## config.mk

```make
export PLATFORM = sky130hd
export DESIGN_NAME = wtac_top
export DESIGN_NICKNAME = d
export VERILOG_FILES = /design/src/wtac_pkg.sv /design/src/wtac_top.sv
export SDC_FILE = /design/constraint.sdc
export NUM_CORES = 1
export LEC_CHECK = 0
export BUFFER_PORTS_ARGS = -buffer_cell sky130_fd_sc_hd__buf_2
export CAP_MARGIN = 20
export CORE_MARGIN = 5
export CORE_UTILIZATION = 50
export DETAILED_ROUTE_END_ITERATION = 8
export PLACE_DENSITY = 0.77
export RECOVER_POWER = 100
export SYNTH_ARGS = -nofsm -noshare
export SYNTH_HDL_FRONTEND = slang
export SYNTH_SLANG_ARGS = --single-unit
```

## constraint.sdc

```tcl
create_clock -name ref_clk -period 3.25 [get_ports ref_clk]
set_input_delay 0.65 -clock ref_clk [delete_from_list [all_inputs] [get_ports ref_clk]]
set_output_delay 0.65 -clock ref_clk [all_outputs]
set_load 0.005 [all_outputs]
```

## src/wtac_pkg.sv

```systemverilog
// Overview of operation
// - Subscriber wired gate blocks data, passes management
// - Gate disable kills running data sessions
// - RTS first when frame size reaches threshold
// - Threshold range 20 up to revision limit
// - Threshold default 60 or hardware maximum
// - Draw random slot count zero to C
// - Wait DIFS plus slots, defer when busy
// - Collision steps C up, capped at maximum
// - Each new frame loads C from minimum
// - Minimum window legal values, default 15
// - Minimum zero skips back-off after DIFS
// - Maximum window caps C, default 1023
// - Multicast at multicast level on access units only, never retried
// - Management frames at lowest sub-band level
// - Level settings capped 7 or 8
// - Multicast level defaults to sub-band lowest
// - Fixed unicast level when adaptation off
// - Adaptive level never above maximum level
// - Maximum level defaults to highest supported
// - Retry at same level, count 1 to 14
package wtac_pkg;
  // Timing
  localparam int CLK_NS = 50;
  localparam int DIFS_NS = 50000;
  localparam int SLOT_NS = 20000;
  localparam int DIFS_CYC = (DIFS_NS + CLK_NS - 1) / CLK_NS;
  localparam int SLOT_CYC = (SLOT_NS + CLK_NS - 1) / CLK_NS;
  // Register byte offsets
  localparam logic [7:0] A_CTRL = 8'h00;
  localparam logic [7:0] A_THR = 8'h04;
  localparam logic [7:0] A_CW = 8'h08;
  localparam logic [7:0] A_MOD = 8'h0C;
  localparam logic [7:0] A_RETRY = 8'h10;
  localparam logic [7:0] A_STAT = 8'h14;
  // Field positions
  localparam int F_GATE = 0;
  localparam int F_ADAPT = 1;
  localparam int F_CWMAX = 16;
  localparam int F_MODMAX = 8;
  // Reset and range values
  localparam logic [12:0] THR_SU = 13'h003C;
  localparam logic [12:0] THR_MIN = 13'h0014;
  localparam logic [12:0] THR_C = 13'h0FC0;
  localparam logic [12:0] THR_AB = 13'h0898;
  localparam logic [9:0] CW_MIN_RST = 10'h00F;
  localparam logic [9:0] CW_MAX_RST = 10'h3FF;
  localparam logic [9:0] CW_LOW = 10'h007;
  localparam logic [3:0] RETRY_RST = 4'hA;
  localparam logic [3:0] RETRY_MAX = 4'hE;
  localparam logic [3:0] LVL_CAP_A = 4'h7;
  localparam logic [3:0] LVL_CAP_B = 4'h8;
  localparam logic [1:0] REV_A = 2'h0;
  localparam logic [1:0] REV_C = 2'h2;
  localparam logic [15:0] LFSR_SEED = 16'hACE1;
  // Frame kinds
  typedef enum logic [1:0] {K_UNI, K_MULTI, K_MGMT} wtac_kind_t;
  // Access states
  typedef enum logic [2:0] {ST_IDLE, ST_DIFS, ST_BACKOFF, ST_WAIT} wtac_fsm_t;
  // Pins from outside the clock domain
  typedef struct packed {
    logic busy;
    logic is_au;
    logic [1:0] rev;
    logic [3:0] bmin;
    logic [3:0] bmax;
  } wtac_pins_t;
  // Whole module state
  typedef struct packed {
    wtac_pins_t s1;
    wtac_pins_t s2;
    logic [1:0] init;
    logic gate_en;
    logic adapt_en;
    logic [12:0] thr;
    logic [9:0] cw_min;
    logic [9:0] cw_max;
    logic [9:0] cw;
    logic [3:0] mc_lvl;
    logic [3:0] max_lvl;
    logic [3:0] retry_lim;
    logic [3:0] retries;
    logic [15:0] lfsr;
    wtac_fsm_t fsm;
    logic [15:0] cnt;
    logic [9:0] n_left;
    logic drawn;
    logic [12:0] len;
    wtac_kind_t kind;
    logic [3:0] lvl;
    logic rts;
    logic tx_start;
    logic done;
    logic kill;
    logic data_en;
    logic [31:0] prdata;
    logic pready;
    logic pslverr;
  } wtac_state_t;
endpackage : wtac_pkg

```

## src/wtac_top.sv

```systemverilog
// Local design decisions: the register addresses and register access over APB.
`timescale 1ns/1ps
`default_nettype none
module wtac_top #(
  parameter int DIFS_CYCLES = wtac_pkg::DIFS_CYC,
  parameter int SLOT_CYCLES = wtac_pkg::SLOT_CYC
) (
  input wire logic ref_clk,
  input wire logic arst_n,
  input wire logic psel,
  input wire logic penable,
  input wire logic pwrite,
  input wire logic [7:0] paddr,
  input wire logic [31:0] pwdata,
  output logic [31:0] prdata,
  output logic pready,
  output logic pslverr,
  input wire wtac_pkg::wtac_pins_t pins,
  input wire logic frame_valid,
  input wire logic [12:0] frame_len,
  input wire wtac_pkg::wtac_kind_t frame_kind,
  input wire logic [3:0] amod_level,
  output logic frame_done,
  output logic tx_start,
  output logic tx_rts,
  output logic [3:0] tx_level,
  input wire logic tx_done,
  input wire logic tx_ok,
  input wire logic tx_collision,
  output logic eth_data_en,
  output logic eth_session_kill
);
  import wtac_pkg::*;

  wtac_state_t st_reg;
  wtac_state_t st_next;

  // Legal window value: 2^k-1, 7..1023
  function automatic logic cw_ok(input logic [9:0] v);
    cw_ok = ((v & (v + 10'h001)) == 10'h000) && (v >= CW_LOW);
  endfunction : cw_ok

  // Next window bound, capped
  function automatic logic [9:0] cw_step(input logic [9:0] c, input logic [9:0] mx);
    logic [9:0] n;
    n = {c[8:0], 1'b1} | CW_LOW;
    cw_step = (n > mx) ? mx : n;
  endfunction : cw_step

  // Smaller of two windows
  function automatic logic [9:0] cw_lo(input logic [9:0] a, input logic [9:0] b);
    cw_lo = (a > b) ? b : a;
  endfunction : cw_lo

  // Clamp a level into a range
  function automatic logic [3:0] clamp(input logic [3:0] v, input logic [3:0] lo, input logic [3:0] hi);
    clamp = (v < lo) ? lo : ((v > hi) ? hi : v);
  endfunction : clamp

  // Derived limits from straps
  logic [3:0] lvl_hi;
  logic [12:0] thr_hi;
  logic busy;
  logic [9:0] draw;
  logic setup;
  logic access;
  logic go_tx;
  logic [31:0] wd;

  // Limits and helpers
  always_comb begin
    lvl_hi = (st_reg.s2.rev == REV_A) ? LVL_CAP_A : LVL_CAP_B;
    if (st_reg.s2.bmax < lvl_hi) begin
      lvl_hi = st_reg.s2.bmax;
    end
    thr_hi = (st_reg.s2.rev == REV_C) ? THR_C : THR_AB;
    busy = st_reg.s2.busy;
    draw = st_reg.lfsr[9:0] & st_reg.cw;
    setup = psel && !penable;
    access = psel && penable && st_reg.pready;
    wd = pwdata;
  end

  // Next state
  always_comb begin
    st_next = st_reg;
    go_tx = 1'b0;
    // Synchroniser stages
    st_next.s1 = pins;
    st_next.s2 = st_reg.s1;
    st_next.lfsr = {st_reg.lfsr[14:0], st_reg.lfsr[15] ^ st_reg.lfsr[13] ^ st_reg.lfsr[12] ^ st_reg.lfsr[10]};
    st_next.tx_start = 1'b0;
    st_next.done = 1'b0;
    st_next.pready = 1'b0;
    st_next.pslverr = 1'b0;
    // Strap-dependent defaults once settled
    if (st_reg.init != 2'h3) begin
      st_next.init = st_reg.init + 2'h1;
    end
    if (st_reg.init == 2'h2) begin
      st_next.thr = st_reg.s2.is_au ? thr_hi : THR_SU;
      st_next.mc_lvl = st_reg.s2.bmin;
      st_next.max_lvl = lvl_hi;
    end
    // APB setup: decode, answer next cycle
    if (setup) begin
      st_next.pready = 1'b1;
      st_next.prdata = 32'h0000_0000;
      unique case (paddr)
        A_CTRL: begin
          st_next.prdata[F_GATE] = st_reg.gate_en;
          st_next.prdata[F_ADAPT] = st_reg.adapt_en;
        end
        A_THR: begin
          st_next.prdata[12:0] = st_reg.thr;
          st_next.pslverr = pwrite && (wd[12:0] < THR_MIN || wd[12:0] > thr_hi || wd[31:13] != 19'h0);
        end
        A_CW: begin
          st_next.prdata = {6'h00, st_reg.cw_max, 6'h00, st_reg.cw_min};
          st_next.pslverr = pwrite && (!(cw_ok(wd[9:0]) || wd[9:0] == 10'h000) || !cw_ok(wd[25:16]));
        end
        A_MOD: begin
          st_next.prdata = {20'h00000, st_reg.max_lvl, 4'h0, st_reg.mc_lvl};
          st_next.pslverr = pwrite && (wd[3:0] < st_reg.s2.bmin || wd[3:0] > lvl_hi ||
                            wd[11:8] < st_reg.s2.bmin || wd[11:8] > lvl_hi);
        end
        A_RETRY: begin
          st_next.prdata[3:0] = st_reg.retry_lim;
          st_next.pslverr = pwrite && (wd[3:0] == 4'h0 || wd[3:0] > RETRY_MAX);
        end
        A_STAT: begin
          st_next.prdata = {9'h000, st_reg.fsm, st_reg.retries, st_reg.cw, 2'h0, st_reg.lvl};
          st_next.pslverr = pwrite;
        end
        default: begin
          // Unmapped address
          st_next.pslverr = 1'b1;
        end
      endcase
    end
    // APB access: commit legal writes
    if (access && pwrite && !st_reg.pslverr) begin
      unique case (paddr)
        A_CTRL: begin
          st_next.gate_en = wd[F_GATE];
          st_next.adapt_en = wd[F_ADAPT];
        end
        A_THR: begin
          st_next.thr = wd[12:0];
        end
        A_CW: begin
          st_next.cw_min = wd[9:0];
          st_next.cw_max = wd[F_CWMAX +: 10];
        end
        A_MOD: begin
          st_next.mc_lvl = wd[3:0];
          st_next.max_lvl = wd[F_MODMAX +: 4];
        end
        A_RETRY: begin
          st_next.retry_lim = wd[3:0];
        end
        default: begin
          // Read-only status
          st_next.retry_lim = st_reg.retry_lim;
        end
      endcase
    end
    // Medium access machine
    unique case (st_reg.fsm)
      ST_IDLE: begin
        // New frame from bridge queue
        if (frame_valid && !st_reg.done) begin
          st_next.len = frame_len;
          st_next.kind = frame_kind;
          st_next.cw = cw_lo(st_reg.cw_min, st_reg.cw_max);
          st_next.retries = 4'h0;
          st_next.drawn = 1'b0;
          st_next.cnt = 16'h0000;
          st_next.fsm = ST_DIFS;
          if (frame_kind == K_MGMT) begin
            st_next.lvl = st_reg.s2.bmin;
          end else if (frame_kind == K_MULTI && st_reg.s2.is_au) begin
            st_next.lvl = st_reg.mc_lvl;
          end else if (st_reg.adapt_en) begin
            st_next.lvl = clamp(amod_level, st_reg.s2.bmin, st_reg.max_lvl);
          end else begin
            st_next.lvl = st_reg.max_lvl;
          end
        end
      end
      ST_DIFS: begin
        if (busy) begin
          st_next.cnt = 16'h0000;
        end else if (st_reg.cnt == 16'(DIFS_CYCLES - 1)) begin
          st_next.cnt = 16'h0000;
          if (st_reg.drawn) begin
            go_tx = (st_reg.n_left == 10'h000);
          end else if (st_reg.cw_min == 10'h000) begin
            go_tx = 1'b1;
          end else begin
            st_next.n_left = draw;
            st_next.drawn = 1'b1;
            go_tx = (draw == 10'h000);
          end
          if (!go_tx) begin
            st_next.fsm = ST_BACKOFF;
          end
        end else begin
          st_next.cnt = st_reg.cnt + 16'h0001;
        end
      end
      ST_BACKOFF: begin
        if (busy) begin
          st_next.cnt = 16'h0000;
          st_next.fsm = ST_DIFS;
        end else if (st_reg.cnt == 16'(SLOT_CYCLES - 1)) begin
          st_next.cnt = 16'h0000;
          st_next.n_left = st_reg.n_left - 10'h001;
          go_tx = (st_reg.n_left == 10'h001);
        end else begin
          st_next.cnt = st_reg.cnt + 16'h0001;
        end
      end
      ST_WAIT: begin
        // Outcome from radio
        if (tx_done) begin
          if (!tx_ok && st_reg.kind != K_MULTI && st_reg.retries < st_reg.retry_lim) begin
            st_next.retries = st_reg.retries + 4'h1;
            st_next.drawn = 1'b0;
            st_next.cnt = 16'h0000;
            st_next.fsm = ST_DIFS;
            if (tx_collision) begin
              st_next.cw = cw_step(st_reg.cw, st_reg.cw_max);
            end
          end else begin
            st_next.done = 1'b1;
            st_next.fsm = ST_IDLE;
          end
        end
      end
    endcase
    // Launch a transmission
    if (go_tx) begin
      st_next.tx_start = 1'b1;
      st_next.rts = (st_reg.len >= st_reg.thr);
      st_next.fsm = ST_WAIT;
    end
    st_next.kill = st_reg.gate_en && !st_next.gate_en;
    st_next.data_en = st_next.gate_en || st_reg.s2.is_au;
  end

  // State register
  always_ff @(posedge ref_clk or negedge arst_n) begin
    if (!arst_n) begin
      st_reg <= '0;
      st_reg.gate_en <= 1'b1;
      st_reg.data_en <= 1'b1;
      st_reg.adapt_en <= 1'b1;
      st_reg.thr <= THR_SU;
      st_reg.cw_min <= CW_MIN_RST;
      st_reg.cw_max <= CW_MAX_RST;
      st_reg.cw <= CW_MIN_RST;
      st_reg.retry_lim <= RETRY_RST;
      st_reg.lfsr <= LFSR_SEED;
      st_reg.fsm <= ST_IDLE;
    end else begin
      st_reg <= st_next;
    end
  end

  // Outputs from flops
  assign prdata = st_reg.prdata;
  assign pready = st_reg.pready;
  assign pslverr = st_reg.pslverr;
  assign frame_done = st_reg.done;
  assign tx_start = st_reg.tx_start;
  assign tx_rts = st_reg.rts;
  assign tx_level = st_reg.lvl;
  // Gate level from its own flop
  assign eth_data_en = st_reg.data_en;
  assign eth_session_kill = st_reg.kill;
endmodule : wtac_top
`default_nettype wire
```

==> impl_metrics.toml <==
[outcome]
status = "finished, violations left"
violations = "capacitance limit, slew limit"

[detailed_routing]
dr.pass1.iters = 7
drcViolationCount = 0
wl_per_cell_um = 18.9
routed_wl_um = 27200
avgViaCountPerCell = 5.93
antenna_left = 0
vias = 8538
drt_iter0_markers = 891

[sta]
setup_viol = 0
finalMaxSlewViolations = 65
final.setup.tns_ns = 0
fin_skew_ns = 0.00908
timing.final.crit_share_pct = 94.9
max_slew_margin_pct = -4.82
fmax_mhz = 324
period_needed_ns = 3.08
worst_pin_slew_ns = 1.57
hold_violations = 0

[cts]
clock_latency_ns = 0.44
cts_hold_buf = 0
post-cts-setup-buffers = 0
cts_buffers = 17
cts_tree = "done"
cts_buffer_depth = 2
clk_pin_slew_ns = 0.07
htree_levels = 4
cts.sinks = 184
cts_root_buf = "clkbuf_16"
cts_resized = 0

[critical_path]
start_kind = "flop"
crit_arrival_ns = 3.40
crit_path_end = "pslverr$_DFF_PN0_"
crit_fanout = 6
r2r_end = "pslverr$_DFF_PN0_"
crit_start = "st_reg[176]$_DFF_PN0_"
reg2regPathDepth = 13
slowest_delay_ns = 0.44
endpoint_kind = "flop"
reg2reg_slack_ns = 0.17
worstPathRequired_ns = 3.57
slowest_stage = "dfrtp_1"
crit_chain = "or2_4 > ha_1 > o21ai_2 > o21bai_1 > a21oi_1 > o21ai_2 > ha_1 > nor2_1 > a41oi_1 > a21oi_1 > o21ai_0 > nand3_1 > a311o_1"
reg2reg_from = "st_reg[176]$_DFF_PN0_"
worstSetupPathType = "reg2reg"

[yosys]
synth.distinct_cells = 83
ys_ff_latch = 184
yosysTopAreaCellShare_pct = 35.8
yosysSeqAreaShare_pct = 44.7
ys.flop_type = "dfrtp_1"
netlist_area_um2 = 10400
synth_edf_count = 0
async_flop_share_pct = 100
synth.top_cells.by_area = "dfrtp_1, dfstp_2, ha_1"
yosysTopAreaCell = "dfrtp_1"
ys_warn_count = 0
syn_inst = 1068
syn_area_per_cell_um2 = 9.75

[floorplan]
rows = 52
die_w_um = 154
fp.dieArea_um2 = 23800
core-area_um2 = 20400
initial_core_util_pct = 51.1
ioPinCount = 123
die_h_um = 154

[global_route]
grt_pass1_wl_um = 43900
grtUsageTotal_pct = 23.0
antenna_found_initial = 4
overflow = 0
grt_max_degree = 68
grt_pass1_vias = 8374

[pwr]
p_leak_uw = 0.00520
peakVddDrop_uv = 375
powerDensity_nw_per_um2 = 570
power.total_uw = 6580

[final_layout]
layout.nets = 1309
largest_register_ff_count = 119
final_util_pct = 56.7
syn2layout_area_growth_pct = 11.0
drive_above_1_share_pct = 19.9

[placed_design]
place_hpwl_um = 20500
gp_congestion = 0.997
port_buffers = 116

[hold_path]
hold_path_class = "in2reg"

[flow_run]
maxCapViolations = 1
-- where the power goes --
group	total, µW	internal (µW)	leakage [µW]	switching (µW)
sequential	2860	2580	0.00229	275
combinational	1810	756	0.00265	1050
clock	1920	1040	0.000261	881
-- critical path, delay by kind of cell, from the launching register on --
kind	cells	cell delay (ns)
AOI/OAI and AO/OA	8	1.43
adders and majority gates	2	0.62
DFF	1	0.44
and+or+nand+nor	3	0.46
-- routing by layer --
layer,vias to the layer above,track usage [%],part of all wire [%]
li1,4008,-,-
met1,4063,33.2,45
met2,390,33.1,43
met3,71,6.40,9.6
met4,6,8.24,2.8
met5,-,0,0.12
-- cell type report --
type | count | area (µm²)
diodes | 1 | 2.50
clock buffers | 21 | 470
clock inverters | 10 | 72.6
fillers | 1783 | 8810
inverters | 64 | 240
multi-input cells | 753 | 5110
flip-flops and latches | 184 | 4650
well taps | 270 | 338
repair buffers | 136 | 672
-- cells in the final DEF (no fill, tap or decap), types with 6 or more instances in the layout --
cell | Yosys | final
nand3_1 | 27 | 27
ha_1 | 73 | 73
mux2_2 | 42 | 42
nand2b_1 | 13 | 13
nor2b_1 | 11 | 11
buf_4 | 36 | 8
a21o_1 | 13 | 13
a21oi_1 | 32 | 32
dfrtp_1 | 149 | 149
nand4_1 | 16 | 16
o21ai_0 | 111 | 113
conb_1 | 1 | 6
o21a_1 | 8 | 8
o31ai_1 | 9 | 9
o221ai_1 | 12 | 12
clkbuf_1 | 22 | 26
nand2_1 | 112 | 114
and3_1 | 9 | 9
nor3_1 | 23 | 23
nor4_1 | 13 | 12
dfstp_2 | 35 | 29
mux2i_1 | 19 | 19
inv_1 | 61 | 61
buf_2 | 12 | 98
a31oi_1 | 11 | 11
nor2_1 | 74 | 76
dfstp_1 | 0 | 6
clkbuf_16 | 0 | 17
a221oi_1 | 14 | 14
a22oi_1 | 10 | 10
-- how the worst min path moves through the flow --
| stage | slack, ns | startpoint | depth (start not counted) | endpoint |
|---|---|---|---|---|
| floorplan | 0.33 | st_next[178]$_DFF_PN0_ | 0 | busy$_DFF_PN0_ |
| global placement | 0.33 | st_next[171]$_DFF_PN0_ | 0 | st_reg[171]$_DFF_PN0_ |
| detailed placement | 0.34 | st_next[175]$_DFF_PN0_ | 0 | st_reg[175]$_DFF_PN0_ |
| CTS | 0.21 | arst_n | 1 | st_reg[74]$_DFFE_PN0P_ |
| global route | 0.30 | pins[11] | 1 | st_next[178]$_DFF_PN0_ |
| finish | 0.31 | pins[11] | 1 | st_next[178]$_DFF_PN0_ |
-- cells in the mapped netlist (3+ instances only) --
library cell	n
inv_1	61
a22oi_1	10
or3_1	4
and3_1	9
or4_4	3
buf_2	12
o221ai_1	12
a221oi_1	14
o31ai_1	9
a21oi_1	32
nand3_1	27
nor3_1	23
clkbuf_1	22
a21o_1	13
nor2_1	74
buf_4	36
o22ai_1	5
o21a_1	8
nand4_1	16
nand3b_1	4
ha_1	73
mux2i_1	19
nand2b_1	13
dfrtp_1	149
o21ai_0	111
nor4_1	13
nor2_2	3
or4_1	3
dfstp_2	35
and4_1	5
nand2_1	112
nor2b_1	11
clkinv_1	3
o41ai_1	4
mux2_2	42
xnor2_1	3
a31oi_1	11
a221o_1	3
o21ai_1	4
-- through the flow --
stage	worst slack (ns)	instances	area, µm²	hold slack [ns]
2_1_floorplan	0.496	1073	10400	0.331
3_3_place_gp	0.315	1407	11100	0.332
3_5_place_dp	0.160	1407	11100	0.336
4_1_cts	0.0316	1438	11600	0.211
5_1_grt	-0.0642	1439	11600	0.296
6_report	0.166	1439	11600	0.315
-- cell families (layout without fill, tap and decap cells) --
group	Yosys count	in the layout	synth area share [%]
flops	184	184	44.7
mux	62	62	6.59
compound gates	267	267	16.7
simple gates	339	339	16.3
fa+ha+maj	74	74	8.88
buf+inv	136	231	6.42
xor+xnor	5	5	0.421
other cells	1	7	0.0360
(Power assumes the default switching activity.)
